File: config.mk
export PLATFORM = sky130hd
export DESIGN_NAME = qstc_top
export DESIGN_NICKNAME = d
export VERILOG_FILES = /design/src/qstc_top.v
export VERILOG_INCLUDE_DIRS = /design/src /design/src/common
export SDC_FILE = /design/constraint.sdc
export NUM_CORES = 1
export LEC_CHECK = 0
export BUFFER_PORTS_ARGS = -buffer_cell sky130_fd_sc_hd__buf_2
export CORE_MARGIN = 4
export CORE_UTILIZATION = 40
export DETAILED_ROUTE_END_ITERATION = 6
export PLACE_DENSITY = 0.71
export SYNTH_ARGS = -nofsm -noshare
export SYNTH_HDL_FRONTEND = slang
export SYNTH_SLANG_ARGS = --single-unit
export TNS_END_PERCENT = 20
File: constraint.sdc
create_clock -name hclk -period 5.3 [get_ports hclk]
set_clock_uncertainty 0.15 [all_clocks]
set_input_delay 0.53 -clock hclk [delete_from_list [all_inputs] [get_ports hclk]]
set_output_delay 0.53 -clock hclk [all_outputs]
set_load 0.02 [all_outputs]
File: src/common/qstc_consts.vh
// Constants of the quarter-second time counter
// Assumes inclusion by the design file only
`ifndef QSTC_CONSTS_VH
`define QSTC_CONSTS_VH
// ----------------------------------------
// Register byte offsets
// ----------------------------------------
`define QSTC_OFS_CTRL 8'h00
`define QSTC_OFS_STAT 8'h04
`define QSTC_OFS_MATCH 8'h08
`define QSTC_OFS_COUNT 8'h0c
`define QSTC_OFS_IRQ_STAT 8'h10
`define QSTC_OFS_IRQ_CLR 8'h14
`define QSTC_OFS_IRQ_EN 8'h18
// ----------------------------------------
// Control register fields
// ----------------------------------------
`define QSTC_CTRL_EN 7
`define QSTC_CTRL_CLKS_HI 6
`define QSTC_CTRL_CLKS_LO 5
`define QSTC_CTRL_RESTART 4
`define QSTC_CTRL_CLKOE 3
`define QSTC_CTRL_PS_HI 2
`define QSTC_CTRL_PS_LO 0
`define QSTC_CTRL_RESET 8'h01
// ----------------------------------------
// Status and control register fields
// ----------------------------------------
`define QSTC_STAT_QUARTER_SECOND_FLAG 7
`define QSTC_STAT_ONE_SECOND_FLAG 6
`define QSTC_STAT_MATCH_FLAG 5
`define QSTC_STAT_QUARTER_SECOND_IRQ_ENABLE 4
`define QSTC_STAT_ONE_SECOND_IRQ_ENABLE 3
`define QSTC_STAT_MATCH_IRQ_ENABLE 2
`define QSTC_STAT_MATCH_FUNCTION_ENABLE 1
`define QSTC_STAT_MATCH_WRITE_COMPLETE 0
// ----------------------------------------
// Clock source and prescaler codes
// ----------------------------------------
`define QSTC_CLKS_EXT 2'b00
`define QSTC_CLKS_LPO 2'b01
`define QSTC_CLKS_IRC 2'b10
`define QSTC_PS_LPO 3'h0
`define QSTC_PS_32K768 3'h1
`define QSTC_PS_32K 3'h2
`define QSTC_PS_38K4 3'h3
`define QSTC_PS_4M9152 3'h4
`define QSTC_PS_4M 3'h5
`define QSTC_PS_8M 3'h6
`define QSTC_PS_16M 3'h7
// ----------------------------------------
// Divide ratios: prescaler and reference edges per quarter second
// ----------------------------------------
`define QSTC_DIV_4M9152 9'd128
`define QSTC_DIV_4M 9'd125
`define QSTC_DIV_8M 9'd250
`define QSTC_DIV_16M 9'd500
`define QSTC_QDIV_LPO 250
`define QSTC_QDIV_32K768 8192
`define QSTC_QDIV_32K 8000
`define QSTC_QDIV_38K4 9600
`endif

File: src/qstc_top.v
// Quarter-second time counter with AHB-Lite register slave
// Assumes hclk well above every reference clock; references are async pins
`timescale 1ns/100ps
`include "qstc_consts.vh"

module qstc_top #(
  parameter QDIV_32K768 = `QSTC_QDIV_32K768,
  parameter QDIV_32K = `QSTC_QDIV_32K,
  parameter QDIV_38K4 = `QSTC_QDIV_38K4,
  parameter QDIV_LPO = `QSTC_QDIV_LPO
) (
  input wire hclk,
  input wire hresetn,
  input wire hsel,
  input wire [7:0] haddr,
  input wire [1:0] htrans,
  input wire hwrite,
  input wire [2:0] hsize,
  input wire [31:0] hwdata,
  input wire hready,
  output reg [31:0] hrdata,
  output wire hreadyout,
  output wire hresp,
  input wire ext_osc_clk,
  input wire internal_reference_clock,
  input wire low_power_oscillator,
  output reg counter_clock_output,
  output wire irq
);

  // ----------------------------------------
  // Reference synchronisers
  // ----------------------------------------
  wire [2:0] ref_in;
  reg [2:0] sync1_r;
  reg [2:0] sync2_r;
  reg [2:0] sync3_r;
  wire [2:0] ref_rise;

  assign ref_in = {low_power_oscillator, internal_reference_clock, ext_osc_clk};

  genvar gi;
  generate
    for (gi = 0; gi < 3; gi = gi + 1) begin : g_sync
      always @(posedge hclk or negedge hresetn) begin
        if (!hresetn) begin
          sync1_r[gi] <= 1'b0;
          sync2_r[gi] <= 1'b0;
          sync3_r[gi] <= 1'b0;
        end else begin
          sync1_r[gi] <= ref_in[gi];
          sync2_r[gi] <= sync1_r[gi];
          sync3_r[gi] <= sync2_r[gi];
        end
      end
      assign ref_rise[gi] = sync2_r[gi] & ~sync3_r[gi];
    end
  endgenerate

  // ----------------------------------------
  // Register state
  // ----------------------------------------
  reg [7:0] ctrl_r;
  reg [2:0] flags_r;
  reg [2:0] irq_en_r;
  reg match_en_r;
  reg match_wc_r;
  reg [7:0] match_r;
  reg [7:0] count_r;
  reg [8:0] pre_cnt_r;
  reg [13:0] q_cnt_r;

  wire mod_en = ctrl_r[`QSTC_CTRL_EN];
  wire [1:0] clk_sel = ctrl_r[`QSTC_CTRL_CLKS_HI:`QSTC_CTRL_CLKS_LO];
  wire [2:0] ps_sel = ctrl_r[`QSTC_CTRL_PS_HI:`QSTC_CTRL_PS_LO];

  // ----------------------------------------
  // Bus slave
  // ----------------------------------------
  reg wr_pend_r;
  reg rd_pend_r;
  reg rd_wait_r;
  reg [7:0] addr_r;
  wire take = hsel & hready & htrans[1];
  wire wr_now = wr_pend_r;

  assign hreadyout = ~rd_wait_r;
  assign hresp = 1'b0;

  always @(posedge hclk or negedge hresetn) begin
    if (!hresetn) begin
      wr_pend_r <= 1'b0;
      rd_pend_r <= 1'b0;
      rd_wait_r <= 1'b0;
      addr_r <= 8'h00;
    end else begin
      wr_pend_r <= take & hwrite;
      rd_wait_r <= take & ~hwrite;
      rd_pend_r <= rd_wait_r;
      if (take) begin
        addr_r <= haddr;
      end
    end
  end

  wire wr_ctrl = wr_now && (addr_r == `QSTC_OFS_CTRL);
  wire wr_stat = wr_now && (addr_r == `QSTC_OFS_STAT);
  wire wr_match = wr_now && (addr_r == `QSTC_OFS_MATCH);
  wire wr_iclr = wr_now && (addr_r == `QSTC_OFS_IRQ_CLR);
  wire wr_ien = wr_now && (addr_r == `QSTC_OFS_IRQ_EN);
  wire restart = wr_ctrl & hwdata[`QSTC_CTRL_RESTART];

  // ----------------------------------------
  // Reference selection and prescaler
  // ----------------------------------------
  reg ref_tick;
  reg [8:0] pre_div;
  reg [13:0] q_div;

  always @* begin
    ref_tick = ref_rise[0];
    case (clk_sel)
      `QSTC_CLKS_LPO: ref_tick = ref_rise[2];
      `QSTC_CLKS_IRC: ref_tick = ref_rise[1];
      default: ref_tick = ref_rise[0];
    endcase
  end

  always @* begin
    pre_div = 9'd1;
    q_div = QDIV_32K[13:0];
    case (ps_sel)
      `QSTC_PS_LPO: q_div = QDIV_LPO[13:0];
      `QSTC_PS_32K768: q_div = QDIV_32K768[13:0];
      `QSTC_PS_32K: q_div = QDIV_32K[13:0];
      `QSTC_PS_38K4: q_div = QDIV_38K4[13:0];
      `QSTC_PS_4M9152: begin
        pre_div = `QSTC_DIV_4M9152;
        q_div = QDIV_38K4[13:0];
      end
      `QSTC_PS_4M: pre_div = `QSTC_DIV_4M;
      `QSTC_PS_8M: pre_div = `QSTC_DIV_8M;
      `QSTC_PS_16M: pre_div = `QSTC_DIV_16M;
      default: pre_div = 9'd1;
    endcase
  end

  wire pre_done = ref_tick && (pre_cnt_r == pre_div - 9'd1);
  wire tod_tick = mod_en & pre_done;
  wire q_tick = tod_tick && (q_cnt_r == q_div - 14'd1);

  always @(posedge hclk or negedge hresetn) begin
    if (!hresetn) begin
      pre_cnt_r <= 9'h000;
      q_cnt_r <= 14'h0000;
      counter_clock_output <= 1'b0;
    end else begin
      if (!mod_en || restart) begin
        pre_cnt_r <= 9'h000;
        q_cnt_r <= 14'h0000;
      end else begin
        if (ref_tick) begin
          pre_cnt_r <= pre_done ? 9'h000 : pre_cnt_r + 9'd1;
        end
        if (tod_tick) begin
          q_cnt_r <= q_tick ? 14'h0000 : q_cnt_r + 14'd1;
        end
      end
      if (!ctrl_r[`QSTC_CTRL_CLKOE] || !mod_en) begin
        counter_clock_output <= 1'b0;
      end else if (tod_tick) begin
        counter_clock_output <= ~counter_clock_output;
      end
    end
  end

  // ----------------------------------------
  // Quarter-second counter and events
  // ----------------------------------------
  wire [7:0] count_inc = count_r + 8'd1;
  wire match_hit = match_en_r && q_tick && (count_inc[7:2] == match_r[7:2]);
  wire ev_qsec = q_tick;
  wire ev_sec = q_tick && (count_inc[1:0] == 2'b00);
  wire [2:0] ev = {ev_qsec, ev_sec, match_hit};
  wire [2:0] clr_stat = wr_stat ? hwdata[`QSTC_STAT_QUARTER_SECOND_FLAG:`QSTC_STAT_MATCH_FLAG] : 3'b000;
  wire [2:0] clr_irq = wr_iclr ? hwdata[2:0] : 3'b000;

  always @(posedge hclk or negedge hresetn) begin
    if (!hresetn) begin
      count_r <= 8'h00;
    end else if (restart) begin
      count_r <= 8'h00;
    end else if (match_hit) begin
      count_r <= {6'h00, count_inc[1:0]};
    end else if (q_tick) begin
      count_r <= count_inc;
    end
  end

  // Set wins over a clear in the same cycle
  always @(posedge hclk or negedge hresetn) begin
    if (!hresetn) begin
      flags_r <= 3'b000;
    end else begin
      flags_r <= (flags_r & ~(clr_stat | clr_irq)) | ev;
    end
  end

  // ----------------------------------------
  // Writable registers
  // ----------------------------------------
  always @(posedge hclk or negedge hresetn) begin
    if (!hresetn) begin
      ctrl_r <= `QSTC_CTRL_RESET;
      irq_en_r <= 3'b000;
      match_en_r <= 1'b0;
      match_wc_r <= 1'b0;
      match_r <= 8'h00;
    end else begin
      if (wr_ctrl) begin
        ctrl_r <= {hwdata[7:5], 1'b0, hwdata[3:0]};
      end
      if (wr_stat) begin
        irq_en_r <= hwdata[`QSTC_STAT_QUARTER_SECOND_IRQ_ENABLE:`QSTC_STAT_MATCH_IRQ_ENABLE];
        match_en_r <= hwdata[`QSTC_STAT_MATCH_FUNCTION_ENABLE];
      end else if (wr_ien) begin
        irq_en_r <= hwdata[2:0];
      end
      if (wr_match) begin
        match_r <= hwdata[7:0];
        match_wc_r <= 1'b1;
      end
    end
  end

  assign irq = |(flags_r & irq_en_r);

  // ----------------------------------------
  // Read data
  // ----------------------------------------
  reg [7:0] rd_val;

  always @* begin
    rd_val = 8'h00;
    case (addr_r)
      `QSTC_OFS_CTRL: rd_val = ctrl_r;
      `QSTC_OFS_STAT: rd_val = {flags_r, irq_en_r, match_en_r, match_wc_r};
      `QSTC_OFS_MATCH: rd_val = match_r;
      `QSTC_OFS_COUNT: rd_val = count_r;
      `QSTC_OFS_IRQ_STAT: rd_val = {5'h00, flags_r};
      `QSTC_OFS_IRQ_EN: rd_val = {5'h00, irq_en_r};
      default: rd_val = 8'h00;
    endcase
  end

  always @(posedge hclk or negedge hresetn) begin
    if (!hresetn) begin
      hrdata <= 32'h0000_0000;
    end else if (rd_wait_r) begin
      hrdata <= {24'h00_0000, rd_val};
    end else if (rd_pend_r) begin
      hrdata <= 32'h0000_0000;
    end
  end

endmodule

# --- Word level (Yosys, flattened, before mapping) ---
# Index checks and enable logic that the tools add are counted.
# Widths: inputs -> output; s select.
op_classes:
  addsub: 5
  n_eq_ne: 17
  n_mux: 21
  bitwise_logic: 20
  reduce_logical: 25
op_table:
  columns: ["op", "count"]
  rows:
  - ["$mux 32", 2]
  - ["$pmux 8 s6", 1]
  - ["$mux 14", 3]
  - ["$pmux 14 s3", 1]
  - ["$pmux 9 s4", 1]
  - ["$mux 9", 3]
  - ["$eq 8x5->1 const B", 3]
  - ["$mux 8", 3]
  - ["$eq 8x4->1 const B", 2]
  - ["$add 14x1->14 const B", 1]
  - ["$eq 14x14->1", 1]
  - ["$sub 14x1->14 const B", 1]
  - ["$eq 3x3->1 const B", 4]
  - ["$mux 3", 4]
  - ["$logic_and 1x1->1", 10]
  - ["$reduce_bool 2->1", 5]
  - ["$add 9x1->9 const B", 1]
  - ["$and 1x1->1", 9]
  - ["$eq 9x9->1", 1]
  - ["$sub 9x1->9 const B", 1]
  - ["$add 8x1->8 const B", 1]
  - ["$eq 8x3->1 const B", 1]
  - ["$logic_not 8->1", 1]
  - ["$and 3x3->3", 2]
  - ["other kinds (17)", 26]
totals:
  register_bits: 107
  wordCells: 112

# --- Logic depth before layout (Yosys ltp) ---
# Gate-level depths: netlist of run 1.
logic_depth:
  word_depth: 11
  depth_mapped: 13
  ltp_nobuf: 9

# --- Worst setup path before layout of run 1 ---
# OpenSTA, ideal clock, no wires.
synth_path:
  kind: "flip-flop to flip-flop"
  from: "register ctrl_r[1]"
  to: "register count_r[5]"
  setup_time_ns: 0.122
  arrival_ns: 2.945
  path_slack_ns: 2.084
  stages_incl_launch_ff: 14
  cell_sequence: "dfrtp_1 -> buf_2 -> clkbuf_1 -> inv_1 -> or3_1 -> ha_1 -> or3_1 -> a22o_1 -> a32oi_4 -> and3_1 -> buf_4 -> buf_6 -> o211ai_1 -> a32o_1"
synth_between:
  elab_chain_cells: 11
synth_rtl:
  columns: ["item", "line_no", "rtl"]
  rows:
  - ["start: declaration", "qstc_top.v:63", "reg [7:0] ctrl_r;"]
  - ["start signal: assignment", "qstc_top.v:214", "ctrl_r <= `QSTC_CTRL_RESET;"]
  - ["start signal: assignment", "qstc_top.v:221", "ctrl_r <= {hwdata[7:5], 1'b0, hwdata[3:0]};"]
  - ["parallel branches: the longest is 6 deep, another holds $sub 14x1->14", null, null]
  - ["$logic_and 1x1->1 (*)", "qstc_top.v:150", "wire q_tick = tod_tick && (q_cnt_r == q_div - 14'd1);"]
  - ["$logic_and 1x1->1 (2 in series)", "qstc_top.v:181", "wire match_hit = match_en_r && q_tick && (count_inc[7:2] == match_r[7:2]);"]
  - ["$mux 8", "qstc_top.v:193", "end else if (match_hit) begin"]
  - ["$mux 8", "qstc_top.v:191", "end else if (restart) begin"]
  - ["end signal: assignment", "qstc_top.v:194", "count_r <= {6'h00, count_inc[1:0]};"]
  - ["end signal: assignment", "qstc_top.v:196", "count_r <= count_inc;"]
  - ["end: declaration", "qstc_top.v:69", "reg [7:0] count_r;"]
# Mark *: on every way between the ends.
# A chain may end at the register's enable or synchronous reset.

# --- Worst setup path after layout of run 1 ---
layout_path:
  from: "register ctrl_r[2]"
  to: "register q_cnt_r[13]"
layout_between:
  elab_chain_cells: 10
layout_rtl:
  columns: ["item", "line_no", "rtl"]
  rows:
  - ["parallel branches: the longest is 10 deep, another holds $sub 14x1->14", null, null]
  - ["end signal: assignment", "qstc_top.v:166", "q_cnt_r <= q_tick ? 14'h0000 : q_cnt_r + 14'd1;"]
  - ["end: declaration", "qstc_top.v:71", "reg [13:0] q_cnt_r;"]
# Several ways; the timed one is not identified. The select of a mux whose other input is x is not followed.

==> flow_summary_export.csv, run 1 <==
group,metric,value,unit
timing,clock.fmax,247,MHz
synthesis,synth.largest_area_cell,"sky130_fd_sc_hd__dfrtp_1",
synthesis,mappedNetlistArea,4800,sq um
floorplan,initial_utilization,0.415,
worst_setup_path,worst_path_arrival,4.07,ns
timing,setup-tns-final,0,ns
place,place_area,4960,sq um
floorplan,core_region_area,11600,sq um
job,maxCapViolations,0,
layout,layout.nets,568,
timing,period_minus_slack,4.04,ns
place,finalWeightedCongestion,0.860,
floorplan,ioPinCount,89,
layout,stdcell_area,5240,sq um
worst_setup_path,critPathRequiredTime,5.33,ns
detailed_routing,routed_wirelength,11200,um
place,detailedPlacementHpwl,7620,um
place,place.port_buffers,35,
synthesis,synth.area.top_cells,"sky130_fd_sc_hd__dfrtp_1 43%, sky130_fd_sc_hd__mux2_2 5.6%, sky130_fd_sc_hd__buf_4 4.1%, sky130_fd_sc_hd__a21oi_1 3.4%, sky130_fd_sc_hd__o21ai_0 2.2%",
floorplan,chipWidth,118,um
clock_network,cts_resized,0,
global_route,grt_first_pass_wirelength,19000,um
pwr,total_leakage_power,2.25,nW
min_path,holdPathEnd,"sync1_r[2]",
clock_network,postCtsSetupBuffers,0,
timing,period_share,0.763,
global_route,grt_overflow_total,0,
worst_setup_path,crit_fanout,26,
detailed_routing,via_count,3898,
worst_setup_path,timing.critical_path.to_type,"flip-flop",
synthesis,synth_top_area_share,0.427,
layout,seq_cell_area,2080,sq um
timing,max_slew_margin,0.307,
layout,area.growth.synth_to_final,9.06,%
synthesis,yosysWarnings,0,
clock_network,insertion_delay,0.34,ns
timing,postLayoutSetupSlackWorst,1.26,ns
detailed_routing,via_per_inst,5.94,
floorplan,die_height,118,um
synthesis,ys_seq_area_frac,0.433,
synthesis,synth-seq-cells,83,
global_route,gr-usage-all-layers,0.165,
min_path,hold_depth,1,
clock_network,cts_buffers,9,
timing,setup_repair_after_global_routing_missed_its_margin,"no",
pwr,power-per-cell-area,284,nW/um^2
layout,multi_input_comb_area,2460,sq um
clock_network,clock_tree_from_tritoncts,"done",
worst_setup_path,setup.worst_path.start_class,"flip-flop",
synthesis,synth_edf_count,0,
timing,timing.hold.ws,0.149,ns
detailed_routing,ant_nets,0,
worst_setup_path,timing.rr.end,"q_cnt_r[13]",
run_status,status,"completed",
synthesis,synth.distinct_cells,63,
global_route,pin_count_of_the_biggest_net_entering_global_routing,84,
synthesis,netlist_instances,484,
min_path,min_from,"low_power_oscillator",
synthesis,synth_async_sr_flop_share,1.00,
floorplan,floorplan.die_area,13800,sq um
synthesis,yosysMostFrequentCell,"sky130_fd_sc_hd__dfrtp_1",
layout,n_antenna_cell,0,
pwr,design_power_total,1.49,mW
clock_network,cts_num_sinks,83,
clock_network,cts-root-buf,"sky130_fd_sc_hd__clkbuf_16",
pwr,ir_worst_vdd,0.166,mV
clock_network,clk_transition_reported_paths,0.06,ns
clock_network,cts_hold_buf,0,
global_route,grt_antenna_before_repair,0,
layout,ratio_of_cells_with_drive_above_1_in_the_final_layout,0.170,
worst_setup_path,r2r_setup_slack,1.26,ns
place,dpl_worst_slack,1.27,ns
timing,final-hold-violation-count,0,
timing,timing_worst_slew_pin_value,1.04,ns
synthesis,dominantRegCellSynth,"sky130_fd_sc_hd__dfrtp_1",
detailed_routing,wl_per_cell,17.0,um
synthesis,yosys-top-cells-count,"82 x sky130_fd_sc_hd__dfrtp_1, 33 x sky130_fd_sc_hd__a21oi_1, 26 x sky130_fd_sc_hd__buf_4",
min_path,min_path_type,"in -> reg",
worst_setup_path,reg2reg_depth,9,
detailed_routing,violation_count_after_the_first_detailed_routing_iteration,308,
timing,timing.final.setup_violations,0,
timing,slew_violations,0,
detailed_routing,drcViolationCount,0,
floorplan,row_count,39,
global_route,via_count_of_the_first_global_routing_pass,3826,
clock_network,clock_h_tree_levels,3,
detailed_routing,drt-pass1-iter-count,5,
synthesis,synthesis.area_per_instance,9.93,sq um
worst_setup_path,worstReg2RegStart,"ctrl_r[2]",
worst_setup_path,worstSetupPathType,"reg -> reg",
clock_network,cts_max_path_buffers,2,
layout,layout.filler_cells,1097,
-- critical path, stage by stage (launching register included) --
cell and delay, ns:
sky130_fd_sc_hd__dfrtp_1 0.79, sky130_fd_sc_hd__inv_1 0.15, sky130_fd_sc_hd__or3_1 0.34, sky130_fd_sc_hd__ha_1 0.26
sky130_fd_sc_hd__or3_1 0.39, sky130_fd_sc_hd__a22o_1 0.21, sky130_fd_sc_hd__a32oi_4 0.25, sky130_fd_sc_hd__nand3_2 0.47
sky130_fd_sc_hd__o21ai_0 0.77, sky130_fd_sc_hd__a21oi_1 0.10
-- how the worst max path moves through the flow --
stage | slack (ns) | start | to
2_1_floorplan | 2.08 | ctrl_r[1] | count_r[5]
3_3_place_gp | 1.43 | ctrl_r[2] | q_cnt_r[12]
3_5_place_dp | 1.27 | ctrl_r[2] | q_cnt_r[13]
4_1_cts | 1.26 | ctrl_r[2] | q_cnt_r[13]
5_1_grt | 0.90 | ctrl_r[2] | q_cnt_r[13]
6_report | 1.26 | ctrl_r[2] | q_cnt_r[13]
-- power by group --
part / leakage, nW / total [mW] / internal [mW] / switching (mW)
Clock: 0.138 / 0.597 / 0.325 / 0.273
Combinational: 1.05 / 0.176 / 0.0711 / 0.105
Sequential: 1.06 / 0.715 / 0.665 / 0.0505
Total: 2.25 / 1.49 / 1.06 / 0.428
-- per-stage QoR --
stage | std cells | utilization
floorplan | 508 | -
finish | 656 | 0.453
global placement | 640 | 0.429
CTS | 656 | 0.453
detailed placement | 640 | 0.429
global route | 656 | 0.453
-- layer usage --
metal | vias up | global-route usage | wire length, um
li1 | 1815 | - | -
met5 | - | 0 | 0
met3 | 13 | 0.0303 | 633
met1 | 1931 | 0.223 | 4990
met2 | 139 | 0.267 | 5390
met4 | 0 | 0.0527 | 150
-- layout make-up --
class                      count  area share
multi-input combinational    363       0.470
sequential                    83       0.397
clock buffer                  10      0.0437
timing repair buffer          36      0.0353
tap                          143      0.0341
inverter                      15      0.0107
clock inverter                 6     0.00931
-- registers in the layout, summed over array words and instances, names as in the netlist, 3 cells and up --
signal	count
q_cnt_r	14
pre_cnt_r	9
addr_r	8
count_r	8
hrdata	8
match_r	8
ctrl_r	7
flags_r	3
irq_en_r	3
sync1_r	3
sync2_r	3
sync3_r	3
-- layout by cell type (no fill, tap or decap), types with 6 or more instances in the layout --
| cell | instances |
|---|---|
| sky130_fd_sc_hd__a21oi_1 | 33 |
| sky130_fd_sc_hd__a22o_1 | 7 |
| sky130_fd_sc_hd__a22oi_1 | 6 |
| sky130_fd_sc_hd__a32o_1 | 9 |
| sky130_fd_sc_hd__and3_1 | 13 |
| sky130_fd_sc_hd__buf_2 | 34 |
| sky130_fd_sc_hd__clkbuf_16 | 9 |
| sky130_fd_sc_hd__conb_1 | 25 |
| sky130_fd_sc_hd__dfrtp_1 | 82 |
| sky130_fd_sc_hd__ha_1 | 7 |
| sky130_fd_sc_hd__inv_1 | 15 |
| sky130_fd_sc_hd__mux2_2 | 24 |
| sky130_fd_sc_hd__nand2_1 | 25 |
| sky130_fd_sc_hd__nand3_1 | 19 |
| sky130_fd_sc_hd__nand4_1 | 6 |
| sky130_fd_sc_hd__nor2_1 | 23 |
| sky130_fd_sc_hd__nor2b_1 | 6 |
| sky130_fd_sc_hd__nor3_1 | 16 |
| sky130_fd_sc_hd__nor3b_1 | 7 |
| sky130_fd_sc_hd__o211ai_1 | 9 |
| sky130_fd_sc_hd__o21ai_0 | 21 |
| sky130_fd_sc_hd__o31ai_1 | 6 |
| sky130_fd_sc_hd__or3_1 | 7 |
| sky130_fd_sc_hd__or4_1 | 6 |
| sky130_fd_sc_hd__xnor2_1 | 11 |
-- cells by family (layout without fill, tap and decap cells) --
kind of cell               Yosys count  count (layout)  share of synthesized area
AOI/OAI and AO/OA                  127             127                      0.186
xor gates and xnor gates            14              14                     0.0255
adders and majority gates            7               7                     0.0182
buffers and inverters               62              67                     0.0734
DFF                                 83              83                      0.433
muxes                               29              29                     0.0667
other                                1              25                   0.000781
and+or+nand+nor                    161             161                      0.197
Power figures use the tool's default switching activity.
==> inputs of run 2 (changes only) <==
--- a/config.mk
+++ b/config.mk
@@ -6,11 +6,12 @@
 export SDC_FILE = /design/constraint.sdc
 export NUM_CORES = 1
 export LEC_CHECK = 0
+export ABC_AREA = 1
 export BUFFER_PORTS_ARGS = -buffer_cell sky130_fd_sc_hd__buf_2
 export CORE_MARGIN = 4
 export CORE_UTILIZATION = 40
 export DETAILED_ROUTE_END_ITERATION = 6
-export PLACE_DENSITY = 0.71
+export PLACE_DENSITY = 0.73
 export SYNTH_ARGS = -nofsm -noshare
 export SYNTH_HDL_FRONTEND = slang
 export SYNTH_SLANG_ARGS = --single-unit
==> constraint.sdc (replaced) <==
create_clock -name hclk -period 3.6 [get_ports hclk]
set_clock_uncertainty 0.15 [all_clocks]
set_input_delay 0.36 -clock hclk [delete_from_list [all_inputs] [get_ports hclk]]
set_output_delay 0.36 -clock hclk [all_outputs]
set_load 0.02 [all_outputs]
==> flow_summary_export.csv, run 2 <==
group,metric,value,unit
run_status,status,"completed",
layout,area.growth.synth_to_final,10.5,%
floorplan,row_count,39,
clock_network,clk_transition_reported_paths,0.06,ns
global_route,gr-usage-all-layers,0.166,
timing,setup-tns-final,0,ns
worst_setup_path,crit_start,"ctrl_r[2]",
timing,setup_repair_after_global_routing_missed_its_margin,"no",
layout,layout.filler_cells,1193,
layout,regMostFlops,"q_cnt_r",
synthesis,synth.distinct_cells,33,
worst_setup_path,reg2reg_depth,16,
worst_setup_path,timing.rr.end,"pre_cnt_r[8]",
clock_network,cts-root-buf,"sky130_fd_sc_hd__clkbuf_16",
timing,slew_violations,0,
pwr,power-per-cell-area,383,nW/um^2
synthesis,yosys.area_share.adder,0.0182,
global_route,pin_count_of_the_biggest_net_entering_global_routing,84,
worst_setup_path,crit_fanout,24,
layout,flip_flop_count_of_the_largest_register_after_layout,14,
synthesis,synth_async_sr_flop_share,1.00,
synthesis,post_synth_xor_area_fraction,0.0127,
synthesis,muxShareOfSynthArea,0.00468,
layout,final_core_util,0.458,
floorplan,core_region_area,11600,sq um
synthesis,synth.largest_area_cell,"sky130_fd_sc_hd__dfrtp_1",
layout,ratio_of_cells_with_drive_above_1_in_the_final_layout,0.0873,
floorplan,floorplan.die_area,13900,sq um
place,place_area,5030,sq um
timing,clock.fmax,337,MHz
timing,postLayoutSetupSlackWorst,0.630,ns
clock_network,insertion_delay,0.34,ns
global_route,grt_first_pass_wirelength,19200,um
detailed_routing,via_count,4252,
timing,period_share,0.825,
global_route,via_count_of_the_first_global_routing_pass,4104,
worst_setup_path,worstSetupPathType,"reg -> reg",
detailed_routing,ant_nets,0,
detailed_routing,routed_wirelength,10900,um
clock_network,cts_resized,0,
synthesis,netlist_instances,667,
worst_setup_path,worstReg2RegStart,"ctrl_r[2]",
synthesis,ys_seq_area_frac,0.432,
timing,timing_worst_slew_pin_value,1.03,ns
layout,n_antenna_cell,0,
clock_network,postCtsSetupBuffers,0,
timing,final-hold-violation-count,0,
global_route,grt_overflow_total,0,
synthesis,yosysMostFrequentCell,"sky130_fd_sc_hd__nand2_1",
layout,top_regs,"q_cnt_r (14), pre_cnt_r (9)",
min_path,min_path_type,"in -> async",
layout,highest_count_cells_in_the_layout_ignoring_fill_and_taps,"167 x sky130_fd_sc_hd__nand2_1, 104 x sky130_fd_sc_hd__inv_1, 82 x sky130_fd_sc_hd__dfrtp_1",
pwr,total_leakage_power,2.82,nW
synthesis,synth_top_area_share,0.426,
synthesis,synthesis.area_per_instance,7.22,sq um
layout,layout.nets,766,
global_route,grt_antenna_before_repair,0,
pwr,ir_worst_vdd,0.396,mV
place,place.port_buffers,35,
place,finalWeightedCongestion,0.881,
timing,max_slew_margin,0.315,
clock_network,cts_num_sinks,83,
worst_setup_path,timing.critical_path.to_type,"flip-flop",
synthesis,post_synth_and_or_nand_nor_area_fraction,0.282,
timing,period_minus_slack,2.97,ns
synthesis,synth-seq-cells,83,
layout,stdcell_area,5320,sq um
layout,layout.cells.most_common,"sky130_fd_sc_hd__nand2_1",
worst_setup_path,worst_path_arrival,3.04,ns
worst_setup_path,r2r_setup_slack,0.63,ns
floorplan,die_height,118,um
synthesis,yosysWarnings,0,
place,detailedPlacementHpwl,8050,um
worst_setup_path,setup.worst_path.start_class,"flip-flop",
clock_network,clock_tree_from_tritoncts,"done",
job,maxCapViolations,0,
synthesis,synth.area.top_cells,"sky130_fd_sc_hd__dfrtp_1 43%, sky130_fd_sc_hd__nand2_1 13%, sky130_fd_sc_hd__inv_1 8.1%, sky130_fd_sc_hd__nand3_1 6.8%, sky130_fd_sc_hd__o21ai_0 5.2%",
clock_network,clock_h_tree_levels,3,
synthesis,largest_family_of_logic_cells_by_synthesized_area,"simple AND/OR/NAND/NOR gates",
floorplan,ioPinCount,89,
clock_network,cts_max_path_buffers,2,
clock_network,cts_buffers,9,
place,dpl_worst_slack,0.647,ns
synthesis,synth_compound_area_frac,0.115,
detailed_routing,drt-pass1-iter-count,5,
floorplan,initial_utilization,0.415,
worst_setup_path,critPathRequiredTime,3.67,ns
detailed_routing,wl_per_cell,12.8,um
detailed_routing,violation_count_after_the_first_detailed_routing_iteration,321,
synthesis,dominantRegCellSynth,"sky130_fd_sc_hd__dfrtp_1",
timing,timing.final.setup_violations,0,
synthesis,synth_edf_count,0,
synthesis,yosys-top-cells-count,"167 x sky130_fd_sc_hd__nand2_1, 104 x sky130_fd_sc_hd__inv_1, 82 x sky130_fd_sc_hd__dfrtp_1",
floorplan,chipWidth,118,um
detailed_routing,drcViolationCount,0,
synthesis,mappedNetlistArea,4820,sq um
detailed_routing,via_per_inst,4.98,
[run 2: cell families after synthesis]
| group | after synthesis |
|---|---|
| DFF | 83 |
| buffers and inverters | 144 |
| muxes | 2 |
| AOI/OAI and AO/OA | 103 |
| other | 1 |
| and+or+nand+nor | 320 |
| xor gates and xnor gates | 7 |
| adders and majority gates | 7 |
[run 2: critical path, cell delays in order, from the launching register on]
cell                      delay, ns
sky130_fd_sc_hd__dfrtp_1       0.58
sky130_fd_sc_hd__nand2_1       0.19
sky130_fd_sc_hd__inv_1         0.10
sky130_fd_sc_hd__nand2_1       0.06
sky130_fd_sc_hd__ha_1          0.28
sky130_fd_sc_hd__inv_1         0.06
sky130_fd_sc_hd__nand2_1       0.04
sky130_fd_sc_hd__nand2_1       0.05
sky130_fd_sc_hd__nand2_1       0.06
sky130_fd_sc_hd__nor2_1        0.14
sky130_fd_sc_hd__nand3_1       0.09
sky130_fd_sc_hd__nor2_1        0.15
sky130_fd_sc_hd__nand2_2       0.17
sky130_fd_sc_hd__nand2_2       0.37
sky130_fd_sc_hd__nor2_1        0.17
sky130_fd_sc_hd__nand3_1       0.09
sky130_fd_sc_hd__o21ai_0       0.08
[run 2: worst max path at each step]
stage	slack, ns	end	cells past startpoint
3_3_place_gp	0.65	pre_cnt_r[8]	16
6_report	0.63	pre_cnt_r[8]	16
4_1_cts	0.62	pre_cnt_r[8]	16
2_1_floorplan	1.21	pre_cnt_r[3]	16
3_5_place_dp	0.65	pre_cnt_r[8]	16
5_1_grt	0.24	pre_cnt_r[8]	16
[run 2: stage by stage]
stage / total power [mW] / instances / hold slack [ns]
floorplan: 1.18 / 691 / -0.0856
global placement: 1.23 / 835 / 0.183
detailed placement: 1.23 / 835 / 0.186
CTS: 2.07 / 853 / 0.0204
global route: 2.16 / 853 / 0.0303
finish: 2.04 / 853 / 0.0278
[run 2: routing by layer]
layer	up-vias	wire (um)	track usage
met5	-	0	0
met4	0	139	0.0498
met3	15	636	0.0495
met2	116	5110	0.266
met1	1962	4990	0.218
li1	2159	-	-
[run 2: timing repair]
item,4_1_cts,5_1_grt
hold endpoints to repair,3,0
endpoints found under the setup margin,0,0
hold buffers,3,0
[run 2: report_power, final]
part	internal, mW	switching, mW	total, mW
registers	0.979	0.0327	1.01
clock network	0.463	0.361	0.824
logic	0.0642	0.139	0.203
[run 2: layout make-up]
| type | instances | area (sq um) | area share |
|---|---|---|---|
| Multi-Input combinational cell | 464 | 2180 | 0.409 |
| Inverter | 109 | 409 | 0.0769 |
| Timing Repair Buffer | 39 | 215 | 0.0404 |
| Sequential cell | 83 | 2080 | 0.390 |
| Clock buffer | 11 | 233 | 0.0437 |
| Clock inverter | 4 | 28.8 | 0.00541 |
| Tap cell | 143 | 179 | 0.0336 |
==> inputs of run 3 (changes only) <==
--- a/config.mk
+++ b/config.mk
@@ -11,7 +11,7 @@
 export CORE_MARGIN = 4
 export CORE_UTILIZATION = 40
 export DETAILED_ROUTE_END_ITERATION = 6
-export PLACE_DENSITY = 0.73
+export PLACE_DENSITY = 0.71
 export SYNTH_ARGS = -nofsm -noshare
 export SYNTH_HDL_FRONTEND = slang
 export SYNTH_SLANG_ARGS = --single-unit
==> constraint.sdc (replaced) <==
create_clock -name hclk -period 2.8 [get_ports hclk]
set_clock_uncertainty 0.15 [all_clocks]
set_input_delay 0.28 -clock hclk [delete_from_list [all_inputs] [get_ports hclk]]
set_output_delay 0.28 -clock hclk [all_outputs]
set_load 0.02 [all_outputs]
==> flow_summary_export.csv, run 3 (same netlist as run 2, synthesis figures left out) <==
group,metric,value,unit
run_status,status,"completed",
worst_setup_path,worstSetupPathType,"reg -> reg",
worst_setup_path,setup.worst_path.start_class,"flip-flop",
pwr,power-per-cell-area,506,nW/um^2
timing,slew_violations,0,
layout,highest_count_cells_in_the_layout_ignoring_fill_and_taps,"166 x sky130_fd_sc_hd__nand2_1, 104 x sky130_fd_sc_hd__inv_1, 82 x sky130_fd_sc_hd__dfrtp_1",
place,finalWeightedCongestion,0.867,
clock_network,cts_max_path_buffers,2,
layout,n_antenna_cell,0,
detailed_routing,routed_wirelength,11300,um
detailed_routing,ant_nets,0,
worst_setup_path,worst_path_arrival,2.60,ns
layout,final-instance-count-excl-fill,866,
floorplan,chipWidth,118,um
detailed_routing,via_count,4266,
worst_setup_path,critPathRequiredTime,2.88,ns
timing,postLayoutSetupSlackWorst,0.283,ns
layout,layout.nets,778,
floorplan,floorplan.die_area,13900,sq um
clock_network,cts_num_sinks,83,
clock_network,clock_h_tree_levels,3,
layout,area.growth.synth_to_final,13.6,%
job,maxCapViolations,0,
worst_setup_path,timing.critical_path.to_type,"flip-flop",
floorplan,ioPinCount,89,
global_route,grt_first_pass_wirelength,19300,um
detailed_routing,violation_count_after_the_first_detailed_routing_iteration,382,
min_path,min_from,"haddr[6]",
global_route,via_count_of_the_first_global_routing_pass,4037,
place,place.port_buffers,35,
place,placedCellCount,845,
clock_network,clock_tree_from_tritoncts,"done",
timing,timing_worst_slew_pin_value,0.640,ns
timing,max_slew_margin,0.573,
worst_setup_path,crit_start,"ctrl_r[0]",
place,dpl_worst_slack,0.214,ns
pwr,total_leakage_power,2.89,nW
clock_network,cts-root-buf,"sky130_fd_sc_hd__clkbuf_16",
floorplan,row_count,39,
place,place_area,5120,sq um
detailed_routing,wl_per_cell,13.0,um
worst_setup_path,worstReg2RegStart,"ctrl_r[0]",
pwr,ir_worst_vdd,0.362,mV
clock_network,clk_transition_reported_paths,0.07,ns
place,detailedPlacementHpwl,8350,um
clock_network,insertion_delay,0.34,ns
layout,stdcell_area,5470,sq um
min_path,min_path_type,"in -> reg",
detailed_routing,via_per_inst,4.93,
floorplan,initial_utilization,0.415,
layout,layout.cells.most_common,"sky130_fd_sc_hd__nand2_1",
floorplan,core_region_area,11600,sq um
global_route,grt_antenna_before_repair,0,
layout,flip_flop_count_of_the_largest_register_after_layout,14,
timing,period_minus_slack,2.52,ns
detailed_routing,drt-pass1-iter-count,7,
timing,period_share,0.899,
layout,top_regs,"q_cnt_r (14), pre_cnt_r (9)",
timing,clock.fmax,397,MHz
detailed_routing,drcViolationCount,0,
floorplan,die_height,118,um
timing,timing.final.setup_violations,0,
global_route,grt_overflow_total,0,
timing,setup-tns-final,0,ns
timing,setup_repair_after_global_routing_missed_its_margin,"no",
timing,final-hold-violation-count,0,
worst_setup_path,crit_fanout,6,
layout,layout.filler_cells,1180,
layout,ratio_of_cells_with_drive_above_1_in_the_final_layout,0.104,
layout,regMostFlops,"q_cnt_r",
global_route,pin_count_of_the_biggest_net_entering_global_routing,49,
global_route,gr-usage-all-layers,0.168,
clock_network,cts_buffers,9,
worst_setup_path,r2r_setup_slack,0.28,ns
## run 3: cell count changes in the layout (fill, tap and decap cells not counted)
cell                            previous run  this run
sky130_fd_sc_hd__dlygate4sd3_1             3         5
sky130_fd_sc_hd__buf_4                     2        11
sky130_fd_sc_hd__nor2_2                    2         3
sky130_fd_sc_hd__nor2_1                   58        57
sky130_fd_sc_hd__buf_12                    0         1
sky130_fd_sc_hd__bufinv_16                 0         1
sky130_fd_sc_hd__nand2_1                 167       166
sky130_fd_sc_hd__clkinv_2                  1         0
sky130_fd_sc_hd__inv_6                     0         1
sky130_fd_sc_hd__nand2_2                   3         4
## run 3: repair_timing
item,in CTS,in global routing
hold buffers,5,0
resized for setup,0,2
endpoints found under the hold margin,51,0
buffers inserted,0,0
setup endpoints to repair,0,9
## run 3: critical path: stages (launching register included)
cell                      delay [ns]
sky130_fd_sc_hd__dfstp_2        0.53
sky130_fd_sc_hd__inv_2          0.04
sky130_fd_sc_hd__nand2_1        0.06
sky130_fd_sc_hd__nand2_1        0.07
sky130_fd_sc_hd__ha_1           0.32
sky130_fd_sc_hd__inv_1          0.06
sky130_fd_sc_hd__nand2_1        0.05
sky130_fd_sc_hd__nand2_1        0.06
sky130_fd_sc_hd__nand2_1        0.05
sky130_fd_sc_hd__nor2_1         0.14
sky130_fd_sc_hd__nand3_1        0.10
sky130_fd_sc_hd__nor2_2         0.13
sky130_fd_sc_hd__nand3_1        0.09
sky130_fd_sc_hd__nor2_1         0.19
sky130_fd_sc_hd__nand3_1        0.15
sky130_fd_sc_hd__nand2_2        0.15
sky130_fd_sc_hd__nor2_1         0.06
## run 3: power by group
group	switching (mW)	internal [mW]	total (mW)	leakage [nW]
sequential	0.0448	1.26	1.30	0.993
clock	0.493	0.696	1.19	0.136
combinational	0.186	0.0884	0.274	1.76
## run 3: metal layers
metal	up-vias	global-route usage	wire, um	part of all wire
li1	2192	-	-	-
met1	1969	0.224	5240	0.46
met4	0	0.0374	121	0.011
met3	8	0.0437	559	0.050
met2	97	0.277	5370	0.48
met5	-	0	0	0
## run 3: stage by stage
| stage | util | total power [mW] | hold WS, ns |
|---|---|---|---|
| finish | 0.471 | 2.77 | 0.0137 |
| global route | 0.471 | 2.90 | 0.0276 |
| CTS | 0.470 | 2.79 | 0.00684 |
| detailed placement | 0.441 | 1.59 | 0.185 |
| global placement | 0.441 | 1.58 | 0.183 |
| floorplan | - | 1.52 | -0.166 |
## run 3: cell type report
cell class,count,area (sq um),share of cell area
multi-input cells,464,2180,0.399
flip-flops and latches,83,2080,0.380
inverters,109,409,0.0748
repair buffers,51,323,0.0590
clock buffers,11,233,0.0426
well taps,143,179,0.0327
clock inverters,5,62.6,0.0114
## run 3: path summary, 6_finish.rpt
check / end / cells past startpoint
hold / removal: addr_r[6] / 2
hold reg to reg: sync2_r[0] / 0
min in group asynchronous: pre_cnt_r[6] / 2
max in group asynchronous: flags_r[1] / 3
setup / recovery: count_r[2] / 16
setup reg to reg: count_r[2] / 16
